--- src/shared/psq_defines.svh ---
`ifndef PSQ_DEFINES_SVH
`define PSQ_DEFINES_SVH
`define PSQ_ROM_WORDS      6144
`define PSQ_USER_END       13'h17fc
`define PSQ_ROM_LAST       13'h17ff
`define PSQ_RESET_VEC      13'h0000
`define PSQ_INT_VEC        13'h0008
`define PSQ_STACK_DEPTH    8
`define PSQ_FLAG_HI_BIT    7
`define PSQ_FLAG_LO_BIT    6
`define PSQ_FLAG_KEEP_MASK 8'h3f
`define PSQ_FLAG_RST_VAL   8'h00
`endif

--- src/shared/psq_pkg.sv ---
package psq_pkg;
    typedef enum logic [1:0] {
        PSQ_RST_POWER,
        PSQ_RST_WATCHDOG,
        PSQ_RST_PIN
    } psq_rst_cause_t;
    typedef enum logic [1:0] {
        PSQ_DIV_1,
        PSQ_DIV_2,
        PSQ_DIV_4
    } psq_cpu_div_t;
    typedef enum logic [1:0] {
        PSQ_WDT_ALWAYS,
        PSQ_WDT_ENABLE,
        PSQ_WDT_DISABLE
    } psq_wdt_mode_t;
    typedef enum logic [1:0] {
        PSQ_HCLK_RC_ONLY,
        PSQ_HCLK_RC_TICK,
        PSQ_HCLK_XTAL
    } psq_hclk_src_t;
    typedef enum logic [3:0] {
        PSQ_OP_STEP,
        PSQ_OP_JUMP,
        PSQ_OP_CALL,
        PSQ_OP_RET,
        PSQ_OP_RETURN_FROM_INTERRUPT,
        PSQ_OP_INT,
        PSQ_OP_ADD_PCL,
        PSQ_OP_SUB_PCL,
        PSQ_OP_TABLE_READ,
        PSQ_OP_PUSH_CTX,
        PSQ_OP_POP_CTX,
        PSQ_OP_INC_LOW_IDX,
        PSQ_OP_INC_MID_IDX
    } psq_op_t;
endpackage : psq_pkg

--- src/psq_sequencer.sv ---
`timescale 1ns/1ps
`include "psq_defines.svh"
// Contract
// RULE1: program memory is 6K words; user code ends at 17fc and 17fd..17ff are reserved.
// RULE2: every reset kind loads the program counter with 0000 and defaults all registers; the code leaves the stack storage and pin synchroniser unreset.
// RULE3: cause flags read 1/0 after power-on, 0/0 after watchdog, 1/1 after pin reset.
// RULE4: interrupt service pushes the pc and continues at word 0008.
// RULE5: context save/restore copies accumulator and flags, minus cause flags, one level; the code drops a restore in the cycle after a table read.
// RULE6: table read addresses rom by middle:low index, low byte to acc, high to buffer.
// RULE7: low index increment wraps 0xff to 0x00 without touching the middle index.
// RULE8: adding acc to pc low byte carries into the pc high bits.
// RULE9: subtracting acc from pc low byte leaves the high bits on borrow.
// RULE10: with the high clock, instruction clock is high oscillator over 1, 2 or 4.
// RULE11: in slow mode the instruction clock is low oscillator over 4.
// RULE12: watchdog option is always-on, enabled (stops in sleep/green) or disabled.
// RULE13: reset pin option selects active reset or plain input bit without pull-up.
// RULE14: high clock option selects rc only, rc with 32768 Hz tick crystal, or crystal.
// RULE15: interrupt entry saves neither accumulator nor flags.
// RULE16: the return stack holds 8 levels.
// RULE17: return from interrupt pops the saved pc and resumes there.
module psq_sequencer (
    input  wire logic                  clk,
    input  wire logic                  reset,
    input  wire psq_pkg::psq_rst_cause_t rst_cause,
    input  wire logic                  reset_pin_n,
    input  wire logic                  op_valid,
    input  wire psq_pkg::psq_op_t      op,
    input  wire logic [12:0]           jump_addr,
    input  wire logic [7:0]            acc_in,
    input  wire logic [7:0]            flags_in,
    input  wire logic [15:0]           rom_data,
    input  wire psq_pkg::psq_cpu_div_t cpu_div_opt,
    input  wire psq_pkg::psq_wdt_mode_t wdt_mode_opt,
    input  wire psq_pkg::psq_hclk_src_t hclk_src_opt,
    input  wire logic                  reset_pin_is_reset,
    input  wire logic                  slow_mode,
    input  wire logic                  low_power_mode,
    output logic [12:0]                pc,
    output logic [12:0]                rom_addr,
    output logic                       rom_addr_reserved,
    output logic [7:0]                 acc_out,
    output logic                       acc_load,
    output logic [7:0]                 flags_out,
    output logic                       flags_load,
    output logic [7:0]                 read_buf,
    output logic [7:0]                 idx_mid,
    output logic [7:0]                 idx_low,
    output logic                       reset_cause_high_flag,
    output logic                       reset_cause_low_flag,
    output logic [2:0]                 stack_depth,
    output logic [1:0]                 cpu_div_sel,
    output logic                       wdt_running,
    output logic                       ext_reset_req,
    output logic                       port_bit_in,
    output logic                       osc_pins_gpio,
    output logic                       tick_xtal_en,
    output logic                       ext_xtal_en
);
    logic [12:0] pc_r;
    logic [12:0] rom_addr_r;
    logic        rom_addr_reserved_r;
    logic [7:0]  acc_out_r;
    logic        acc_load_r;
    logic [7:0]  flags_out_r;
    logic        flags_load_r;
    logic [7:0]  read_buf_r;
    logic [7:0]  idx_mid_r;
    logic [7:0]  idx_low_r;
    logic        flag_hi_r;
    logic        flag_lo_r;
    logic [7:0]  sh_acc_r;
    logic [7:0]  sh_flags_r;
    logic [1:0]  cpu_div_sel_r;
    logic        wdt_running_r;
    logic        ext_reset_req_r;
    logic        port_bit_in_r;
    logic        osc_pins_gpio_r;
    logic        tick_xtal_en_r;
    logic        ext_xtal_en_r;
    logic        pin_s1_r;
    logic        pin_s2_r;
    logic        tr_pend_r;
    logic [12:0] stk_top;
    logic [2:0]  stk_depth;
    logic        stk_push;
    logic        stk_pop;
    logic [8:0]  pcl_sum;
    logic [8:0]  pcl_diff;
    logic [12:0] idx_addr;

    wire do_op = op_valid & ~reset;
    assign stk_push = do_op & ((op == psq_pkg::PSQ_OP_CALL) | (op == psq_pkg::PSQ_OP_INT)); // RULE4
    assign stk_pop  = do_op & ((op == psq_pkg::PSQ_OP_RET) | (op == psq_pkg::PSQ_OP_RETURN_FROM_INTERRUPT)); // RULE17
    assign pcl_sum  = {1'b0, pc_r[7:0]} + {1'b0, acc_in};
    assign pcl_diff = {1'b0, pc_r[7:0]} - {1'b0, acc_in};
    // only 13 address bits exist, so the top of the middle index is dropped
    assign idx_addr = {idx_mid_r[4:0], idx_low_r}; // RULE6

    // 8-level return stack
    psq_ret_stack u_stack ( // RULE16
        .clk       (clk),
        .reset     (reset),
        .push      (stk_push),
        .pop       (stk_pop),
        .push_data (pc_r + 13'h1),
        .top_data  (stk_top),
        .depth     (stk_depth)
    );

    // program counter update
    always_ff @(posedge clk) begin
        if (reset) begin
            pc_r <= `PSQ_RESET_VEC; // RULE2
        end else if (op_valid) begin
            unique case (op)
                psq_pkg::PSQ_OP_JUMP, psq_pkg::PSQ_OP_CALL: begin
                    pc_r <= jump_addr;
                end
                psq_pkg::PSQ_OP_INT: begin
                    pc_r <= `PSQ_INT_VEC; // RULE4 RULE15
                end
                psq_pkg::PSQ_OP_RET, psq_pkg::PSQ_OP_RETURN_FROM_INTERRUPT: begin
                    pc_r <= stk_top; // RULE17
                end
                psq_pkg::PSQ_OP_ADD_PCL: begin
                    pc_r <= {pc_r[12:8] + {4'h0, pcl_sum[8]}, pcl_sum[7:0]}; // RULE8
                end
                psq_pkg::PSQ_OP_SUB_PCL: begin
                    pc_r <= {pc_r[12:8], pcl_diff[7:0]}; // RULE9
                end
                default: begin
                    pc_r <= pc_r + 13'h1;
                end
            endcase
        end
    end

    // table index, table read and its rom fetch
    always_ff @(posedge clk) begin
        if (reset) begin
            idx_mid_r           <= 8'h00;
            idx_low_r           <= 8'h00;
            rom_addr_r          <= `PSQ_RESET_VEC;
            rom_addr_reserved_r <= 1'b0;
            tr_pend_r           <= 1'b0;
            read_buf_r          <= 8'h00;
        end else begin
            tr_pend_r <= do_op & (op == psq_pkg::PSQ_OP_TABLE_READ);
            if (do_op && op == psq_pkg::PSQ_OP_INC_LOW_IDX) begin
                idx_low_r <= idx_low_r + 8'h01; // RULE7
            end
            // middle index moves only on its own op, never by a low-index carry
            if (do_op && op == psq_pkg::PSQ_OP_INC_MID_IDX) begin
                idx_mid_r <= idx_mid_r + 8'h01; // RULE7
            end
            rom_addr_r          <= (do_op && op == psq_pkg::PSQ_OP_TABLE_READ) ? idx_addr : pc_r;
            // reserved words above user code are flagged, not blocked
            rom_addr_reserved_r <= idx_addr > `PSQ_USER_END; // RULE1
            if (tr_pend_r) begin
                read_buf_r <= rom_data[15:8]; // RULE6
            end
        end
    end

    // accumulator / flag writeback from table read and context restore
    always_ff @(posedge clk) begin
        if (reset) begin
            acc_out_r    <= 8'h00;
            acc_load_r   <= 1'b0;
            flags_out_r  <= `PSQ_FLAG_RST_VAL;
            flags_load_r <= 1'b0;
            sh_acc_r     <= 8'h00;
            sh_flags_r   <= `PSQ_FLAG_RST_VAL;
        end else begin
            acc_load_r   <= tr_pend_r | (do_op & (op == psq_pkg::PSQ_OP_POP_CTX));
            flags_load_r <= do_op & (op == psq_pkg::PSQ_OP_POP_CTX);
            if (tr_pend_r) begin
                acc_out_r <= rom_data[7:0]; // RULE6
            end else if (do_op && op == psq_pkg::PSQ_OP_POP_CTX) begin
                acc_out_r   <= sh_acc_r; // RULE5
                // cause flags are taken from the live copy, never from the shadow
                flags_out_r <= (sh_flags_r & `PSQ_FLAG_KEEP_MASK)
                             | {flag_hi_r, flag_lo_r, 6'h00}; // RULE5
            end
            if (do_op && op == psq_pkg::PSQ_OP_PUSH_CTX) begin
                sh_acc_r   <= acc_in; // RULE5
                sh_flags_r <= flags_in & `PSQ_FLAG_KEEP_MASK; // RULE5
            end
        end
    end

    // reset cause flags, loaded while reset is held
    always_ff @(posedge clk) begin
        if (reset) begin
            unique case (rst_cause)
                psq_pkg::PSQ_RST_WATCHDOG: begin
                    flag_hi_r <= 1'b0; // RULE3
                    flag_lo_r <= 1'b0;
                end
                psq_pkg::PSQ_RST_PIN: begin
                    flag_hi_r <= 1'b1; // RULE3
                    flag_lo_r <= 1'b1;
                end
                default: begin
                    flag_hi_r <= 1'b1; // RULE3
                    flag_lo_r <= 1'b0;
                end
            endcase
        end
    end

    // shared reset pin synchroniser
    always_ff @(posedge clk) begin
        pin_s1_r <= reset_pin_n;
        pin_s2_r <= pin_s1_r;
    end

    // option decode
    always_ff @(posedge clk) begin
        if (reset) begin
            cpu_div_sel_r   <= 2'h0;
            wdt_running_r   <= 1'b0;
            ext_reset_req_r <= 1'b0;
            port_bit_in_r   <= 1'b0;
            osc_pins_gpio_r <= 1'b0;
            tick_xtal_en_r  <= 1'b0;
            ext_xtal_en_r   <= 1'b0;
        end else begin
            // select encodes 1/2/4 as 0/1/2; slow mode forces low osc over 4
            if (slow_mode) begin
                cpu_div_sel_r <= 2'h3; // RULE11
            end else begin
                cpu_div_sel_r <= cpu_div_opt; // RULE10
            end
            wdt_running_r <= (wdt_mode_opt == psq_pkg::PSQ_WDT_ALWAYS)
                           | ((wdt_mode_opt == psq_pkg::PSQ_WDT_ENABLE) & ~low_power_mode); // RULE12
            ext_reset_req_r <= reset_pin_is_reset & ~pin_s2_r; // RULE13
            port_bit_in_r   <= ~reset_pin_is_reset & pin_s2_r; // RULE13
            osc_pins_gpio_r <= hclk_src_opt == psq_pkg::PSQ_HCLK_RC_ONLY; // RULE14
            tick_xtal_en_r  <= hclk_src_opt == psq_pkg::PSQ_HCLK_RC_TICK; // RULE14
            ext_xtal_en_r   <= hclk_src_opt == psq_pkg::PSQ_HCLK_XTAL; // RULE14
        end
    end

    assign pc                    = pc_r;
    assign rom_addr              = rom_addr_r;
    assign rom_addr_reserved     = rom_addr_reserved_r;
    assign acc_out               = acc_out_r;
    assign acc_load              = acc_load_r;
    assign flags_out             = flags_out_r;
    assign flags_load            = flags_load_r;
    assign read_buf              = read_buf_r;
    assign idx_mid               = idx_mid_r;
    assign idx_low               = idx_low_r;
    assign reset_cause_high_flag = flag_hi_r;
    assign reset_cause_low_flag  = flag_lo_r;
    assign stack_depth           = stk_depth;
    assign cpu_div_sel           = cpu_div_sel_r;
    assign wdt_running           = wdt_running_r;
    assign ext_reset_req         = ext_reset_req_r;
    assign port_bit_in           = port_bit_in_r;
    assign osc_pins_gpio         = osc_pins_gpio_r;
    assign tick_xtal_en          = tick_xtal_en_r;
    assign ext_xtal_en           = ext_xtal_en_r;
endmodule : psq_sequencer

--- src/psq_ret_stack.sv ---
`timescale 1ns/1ps
`include "psq_defines.svh"
module psq_ret_stack (
    input  wire logic        clk,
    input  wire logic        reset,
    input  wire logic        push,
    input  wire logic        pop,
    input  wire logic [12:0] push_data,
    output logic      [12:0] top_data,
    output logic      [2:0]  depth
);
    logic [12:0] mem_r [0:`PSQ_STACK_DEPTH-1];
    logic [2:0]  ptr_r;
    // pointer wraps silently, as the real stack gives no overflow flag
    always_ff @(posedge clk) begin
        if (reset) begin
            ptr_r <= 3'h0;
        end else if (push) begin
            ptr_r <= ptr_r + 3'h1;
        end else if (pop) begin
            ptr_r <= ptr_r - 3'h1;
        end
    end
    // storage needs no reset
    always_ff @(posedge clk) begin
        if (push) begin
            mem_r[ptr_r] <= push_data;
        end
    end
    assign top_data = mem_r[ptr_r - 3'h1];
    assign depth    = ptr_r;
endmodule : psq_ret_stack

--- config.mk ---
export PLATFORM = sky130hd
export DESIGN_NAME = psq_sequencer
export DESIGN_NICKNAME = d
export VERILOG_FILES = /design/src/shared/psq_pkg.sv /design/src/psq_sequencer.sv /design/src/psq_ret_stack.sv
export VERILOG_INCLUDE_DIRS = /design/src /design/src/shared
export SDC_FILE = /design/constraint.sdc
export NUM_CORES = 1
export LEC_CHECK = 0
export BUFFER_PORTS_ARGS = -buffer_cell sky130_fd_sc_hd__buf_2
export CAP_MARGIN = 10
export CORE_ASPECT_RATIO = 1.1
export CORE_MARGIN = 4
export CORE_UTILIZATION = 41
export CTS_CLUSTER_DIAMETER = 120
export DETAILED_ROUTE_END_ITERATION = 10
export PLACE_DENSITY_LB_ADDON = 0.05
export SLEW_MARGIN = 20
export SYNTH_ARGS = -nofsm -noshare
export SYNTH_HDL_FRONTEND = slang
export SYNTH_SLANG_ARGS = --single-unit
--- constraint.sdc ---
create_clock -name clk -period 3.5 [get_ports clk]
set_clock_uncertainty 0.05 [all_clocks]
set_input_delay 0.35 -clock clk [delete_from_list [all_inputs] [get_ports clk]]
set_output_delay 0.35 -clock clk [all_outputs]
set_load 0.05 [all_outputs]
Word-level counts from Yosys, hierarchy flattened
Memories as Yosys holds them, arrays and structs flattened.
Cells that the tools add are included.

storage, ports and cells
  register bits = 99
  bits in writable memories = 104
  word-level logic and storage cells = 96
  input bits = 64
  output and inout bits = 82
  memories = 1

operators by class
  bitwise operators = 19
  reduce and logical (&&, ||, !) cells = 13
  multiplexer cells = 11
  equality and inequality tests = 17
  order comparisons = 1
  add/subtract/negate cells = 8

memories
  name           words  width  rd ports  clocked after memory_dff  wr ports  RTL line             source
  u_stack.mem_r  8      13     1         0                         1         psq_ret_stack.sv:12  logic [12:0] mem_r [0:`PSQ_STACK_DEPTH-1];

operators by type and width
  kind                                                              count
  13-bit one-hot mux with 5 select lines                            1
  4-bit == test (second input constant)                             5
  8-bit by 1-bit adder with 8-bit output (second input constant)    2
  4-bit by 3-bit == test with 1-bit output (second input constant)  4
  8-bit 2-to-1 mux                                                  2
  13-bit by 1-bit adder with 13-bit output (second input constant)  1
  13-bit > comparator (second input constant)                       1
  13-bit 2-to-1 mux                                                 1
  8-bit by 8-bit adder with 9-bit output                            1
  1-bit bitwise AND                                                 8
  4-bit by 2-bit == test with 1-bit output (second input constant)  2
  6-bit by 8-bit bitwise OR with 8-bit output                       1
  8-bit subtractor                                                  1
  2-bit by 1-bit == test with 1-bit output (second input constant)  3
  3-bit 2-to-1 mux                                                  2
  1-bit inverter                                                    6
  5-bit by 1-bit adder with 5-bit output                            1
  1-bit logical AND                                                 5
  2-bit == test (second input constant)                             2
  4-bit by 1-bit == test with 1-bit output (second input constant)  1
  2-bit logical NOT                                                 2
  1-bit 2-to-1 mux                                                  4
  1-bit bitwise OR                                                  4
  2-bit AND reduction                                               2
  5 further kinds                                                   7

Longest topological paths before layout
  word-level depth = 5
  mapped depth = 17
  gate-level depth less buffers = 17

Hierarchy
A second synthesis with hierarchy kept.

second synthesis, totals
  cells, all modules = 877
  area total of the unflattened synthesis = 9286.4 µm²

modules (own cells, without submodules)
  module         area each (µm²)  cells each  times used  sequential area each (µm²)
  psq_sequencer  4939.7           606         1           1941.9
  psq_ret_stack  4346.7           271         1           3183.1

Least setup slack after synthesis
No wires, ideal clock.

  path kind = register to register
  from = register u_stack.ptr_r[0] (netlist: u_stack.depth[0])
  to = register pc_r[4] (netlist: pc[4])
  arrival = 3037 ps
  library setup time = 132 ps
  period minus slack after synthesis = 3219 ps
  path buffers = 3
  stages on the path, launching flop included = 11
  required time = 3318 ps
  path slack = 281 ps
  cell sequence = dfxtp_1 -> buf_4 -> buf_2 -> inv_1 -> ha_1 -> clkbuf_1 -> mux4_2 -> mux2_2 -> a221oi_1 -> o211a_1 -> nor3_1

on the way
  longest elaborated chain between the ends = 3

ends and longest elaborated chain
  what                                         RTL line              source
  from (decl)                                  psq_ret_stack.sv:13   logic [2:0] ptr_r;
  from (signal assigned)                       psq_ret_stack.sv:19   ptr_r <= ptr_r + 3'h1;
  from (signal assigned)                       psq_ret_stack.sv:21   ptr_r <= ptr_r - 3'h1;
  3-bit by 1-bit subtractor with 3-bit output  psq_ret_stack.sv:30   assign top_data = mem_r[ptr_r - 3'h1];
  memory 8 x 13 bit                            --
  13-bit one-hot mux with 5 select lines       psq_sequencer.sv:115  unique case (op)
  to (signal assigned)                         psq_sequencer.sv:113  pc_r <= `PSQ_RESET_VEC;
  to (signal assigned)                         psq_sequencer.sv:117  pc_r <= jump_addr;
  to (signal assigned)                         psq_sequencer.sv:120  pc_r <= `PSQ_INT_VEC;
  to (decl)                                    psq_sequencer.sv:59   logic [12:0] pc_r;

No other way between the ends.
A chain may end at the register's enable or synchronous reset.

Worst setup path in the final report
  from = register pc_r[0] (netlist: pc[0])
  to = register pc_r[9] (netlist: pc[9])

on the way
  longest elaborated chain between the ends = 3
  elaborated cells on any way between the ends = 4
  classes of those cells = add/sub: 3; mux: 1

ends and longest elaborated chain
  what                                      RTL line              source
  8-bit by 8-bit adder with 9-bit output    psq_sequencer.sv:94   assign pcl_sum = {1'b0, pc_r[7:0]} + {1'b0, acc_in};
  5-bit by 1-bit adder with 5-bit output    psq_sequencer.sv:126  pc_r <= {pc_r[12:8] + {4'h0, pcl_sum[8]}, pcl_sum[7:0]};
  13-bit one-hot mux with 5 select lines *  psq_sequencer.sv:115

Every way passes the cells marked *; elsewhere a longest branch is shown, timed or not.

==> summary.txt <==
Synth
  – Synthesis warning total: 0
  – Sequential fraction of the synthesis area: 0.556
  – Synthesized cell area: 9210 um^2
  – Mean Syn Cell Area: 11.4 um^2
  – Register bit total from synthesis: 203
  – Post-synth ARST share: 0
  – Net Count, Synth: 900
  – Synth top area share: 0.346
  – EDFF count, synth: 106
  – Post-synthesis cell count: 811
  – Synth unique cells: 65
  – Cell taking the most area after synthesis: edfxtp_1
  – Top cells by area, synth: edfxtp_1, dfxtp_1, mux4_2
  – Most used flip-flop cell after synthesis: edfxtp_1

Global route
  – GR Util All Layers: 0.193
  – Largest net degree at the start of global routing: 46
  – Vias in the first global route: 6618
  – Initial antenna violation count: 1
  – Global-route wire length before repair: 37400 um
  – Total gr overflow: 0

Placed design
  – Placed cell count: 1225
  – Final HPWL DP: 17400 um
  – Gpl congestion: 0.875
  – DP Worst Slack: 0.328 ns
  – I/O Buffers: 143

Flow run
  – Maxcap violations: 0

STA
  – Final Max Tran Viols: 0
  – Total negative setup slack: 0 ns
  – RSZ-0062 raised after global routing: no
  – Fin Hold WS: 0.0150 ns
  – Fmax: 0.326 GHz
  – Final worst slack: 0.429 ns
  – Slew headroom: 0.311
  – Min Tclk post-route: 3.07 ns
  – Least-Margin Pin Slew: 1.03 ns
  – Period utilization: 0.877
  – # setup viols final: 0
  – Hold Violations, Final: 0

Routing
  – Vias after detailed routing: 6865
  – Post-route DRC: 0
  – WL/cell: 19.3 um
  – Pre-antenna DRT Iters: 5
  – Vias per cell: 5.39
  – Post-Route WL: 24600 um
  – ANT nets after route: 0
  – DRT iter0 DRCs: 534

Floorplan
  – I/O pins: 146
  – Die height: 165 um
  – Core Box Area: 22100 um^2
  – Starting Density: 0.417
  – Die width: 151 um
  – Die ar.: 24900 um^2
  – # rows: 57

Worst setup path
  – Worst EP required: 3.83 ns
  – WP data arrival: 3.40 ns
  – Crit-path max FO: 2
  – Slowest-stage cell, CP: fa_1
  – Worst Setup Start Kind: flip-flop
  – CP endpoint kind: flip-flop
  – Worst path max stage delay: 0.39 ns
  – Top delay family on crit path: compound AO/OA/AOI/OAI gates
  – Crit Path Category: flip-flop to flip-flop
  – Worst setup startpoint: pc[0]$_SDFFE_PP0P_
  – WP buf/inv: 1
  – Cell Chain, Critical Path: ha_1, inv_1, fa_1, o21bai_1, a21oi_1, o21bai_1, a21oi_1, o21bai_1, a21o_1, ha_1, ha_1, nand2_1, nor2_1, a21oi_1, o221ai_1, a22oi_1, nor2_1
  – R2r startpoint: pc[0]$_SDFFE_PP0P_

Pwr
  – Lkg Pwr: 4.42 nW
  – Pwr dens: 498 nW/um^2
  – Worst VDD drop: 0.411 mV
  – Pwr Total: 5.51 mW

Layout
  – Area of the multi-input gates: 3770 um^2
  – P&R area growth vs syn: 20.0%
  – Non-filler instance count after layout: 1273
  – Commonest non-fill, non-tap cell in the layout: buf_2
  – Nets: 1052
  – Fillers: 2043
  – Diode count: 0
  – Register area: 5130 um^2
  – Layout cells sized above 1: 0.247
  – Most frequent cells in the layout: buf_2, edfxtp_1, nor2_1

Clock tree
  – Total CTS buffers: 23
  – Max Buffers Root-to-Sink: 3
  – Clk_lat worst skew: 0.50 ns
  – CTS tree: done
  – H-tree levels: 1
  – Sink Count: 203
  – Clock-pin slew on the worst setup and hold paths: 0.06 ns
  – Root Buffer: clkbuf_16

Run status
  – Outcome: completed

Worst hold path
  – Hold Path Origin: cpu_div_opt[1]
  – HP Class: input port to flip-flop
==> worst min-delay path, stage by stage <==
cell and delay (ns):
buf_2 0.07, nor2_1 0.03, nor2_1 0.07
==> metrics by stage <==
stage | utilization | instance area (um^2)
3_3_place_gp | 0.465 | 10300
6_report | 0.500 | 11100
4_1_cts | 0.500 | 11100
5_1_grt | 0.500 | 11100
2_1_floorplan | - | 9210
3_5_place_dp | 0.465 | 10300
==> cell type report <==
class | instances | share of cell area
tap | 295 | 0.0334
clock buffer | 28 | 0.0537
clock inverter | 12 | 0.0103
multi-input combinational | 532 | 0.341
timing repair buffer | 176 | 0.0889
sequential | 203 | 0.464
inverter | 27 | 0.00916
==> logic make-up after synthesis <==
family | Yosys count | share of synthesized area
mux | 70 | 0.112
flops | 203 | 0.556
fa+ha+maj | 25 | 0.0356
buf+inv | 76 | 0.0349
simple gates | 259 | 0.130
xor+xnor | 31 | 0.0295
compound gates | 147 | 0.101
==> synthesized netlist by cell type, drive strengths merged (3+ instances only) <==
| cell type | n |
|---|---|
| nor2 | 103 |
| nand4b | 3 |
| o21ai | 27 |
| xor2 | 14 |
| and3 | 6 |
| a21oi | 61 |
| buf | 16 |
| o221ai | 6 |
| mux4 | 26 |
| o31ai | 3 |
| nor2b | 6 |
| xnor2 | 17 |
| nand4 | 7 |
| nor3b | 5 |
| o2111ai | 3 |
| nand3 | 19 |
| nand3b | 4 |
| nand2 | 68 |
| o21a | 3 |
| nand2b | 9 |
| edfxtp | 106 |
| nor3 | 14 |
| mux2i | 37 |
| a22oi | 4 |
| inv | 26 |
| o21bai | 4 |
| mux2 | 7 |
| a31oi | 4 |
| a211oi | 5 |
| or3 | 7 |
| clkbuf | 33 |
| ha | 23 |
| a221oi | 6 |
| dfxtp | 97 |
==> worst paths after layout <==
| check | endpoint | slack (ns) | cells after the start |
|---|---|---|---|
| max reg2reg | pc[9]$_SDFFE_PP0P_ | 0.43 | 17 |
| min reg2reg | pin_s2_r$_DFF_P_ | 0.28 | 0 |
| max | pc[9]$_SDFFE_PP0P_ | 0.43 | 17 |
| min | cpu_div_sel[1]$_SDFF_PP0_ | 0.02 | 3 |
==> sequential cells by signal, indices dropped and copies added (netlist names), 6 cells and up <==
name and count:
u_stack.mem_r 104, pc 13, rom_addr 13, acc_out 8, flags_out 8, idx_low 8
idx_mid 8, read_buf 8, sh_acc_r 8, sh_flags_r 6
==> metal layers <==
layer | share of wire | global-route usage | wire (um)
met1 | 0.42 | 0.254 | 10400
met4 | 0.026 | 0.0581 | 639
met2 | 0.49 | 0.327 | 12000
met5 | 0.00053 | 0 | 13
met3 | 0.064 | 0.0308 | 1580
==> where the power goes <==
part,internal (mW),switching (mW)
Combinational,0.239,0.421
Clock,1.35,0.924
Sequential,2.55,0.0295
Total,4.14,1.37
==> repair_timing <==
| action | 4_1_cts | 5_1_grt |
|---|---|---|
| hold buffers | 8 | 0 |
| resized for setup | 0 | 0 |
| hold endpoints to repair | 7 | 0 |
| buffers inserted | 0 | 0 |
Note: power is estimated with default switching activity, not from simulation.
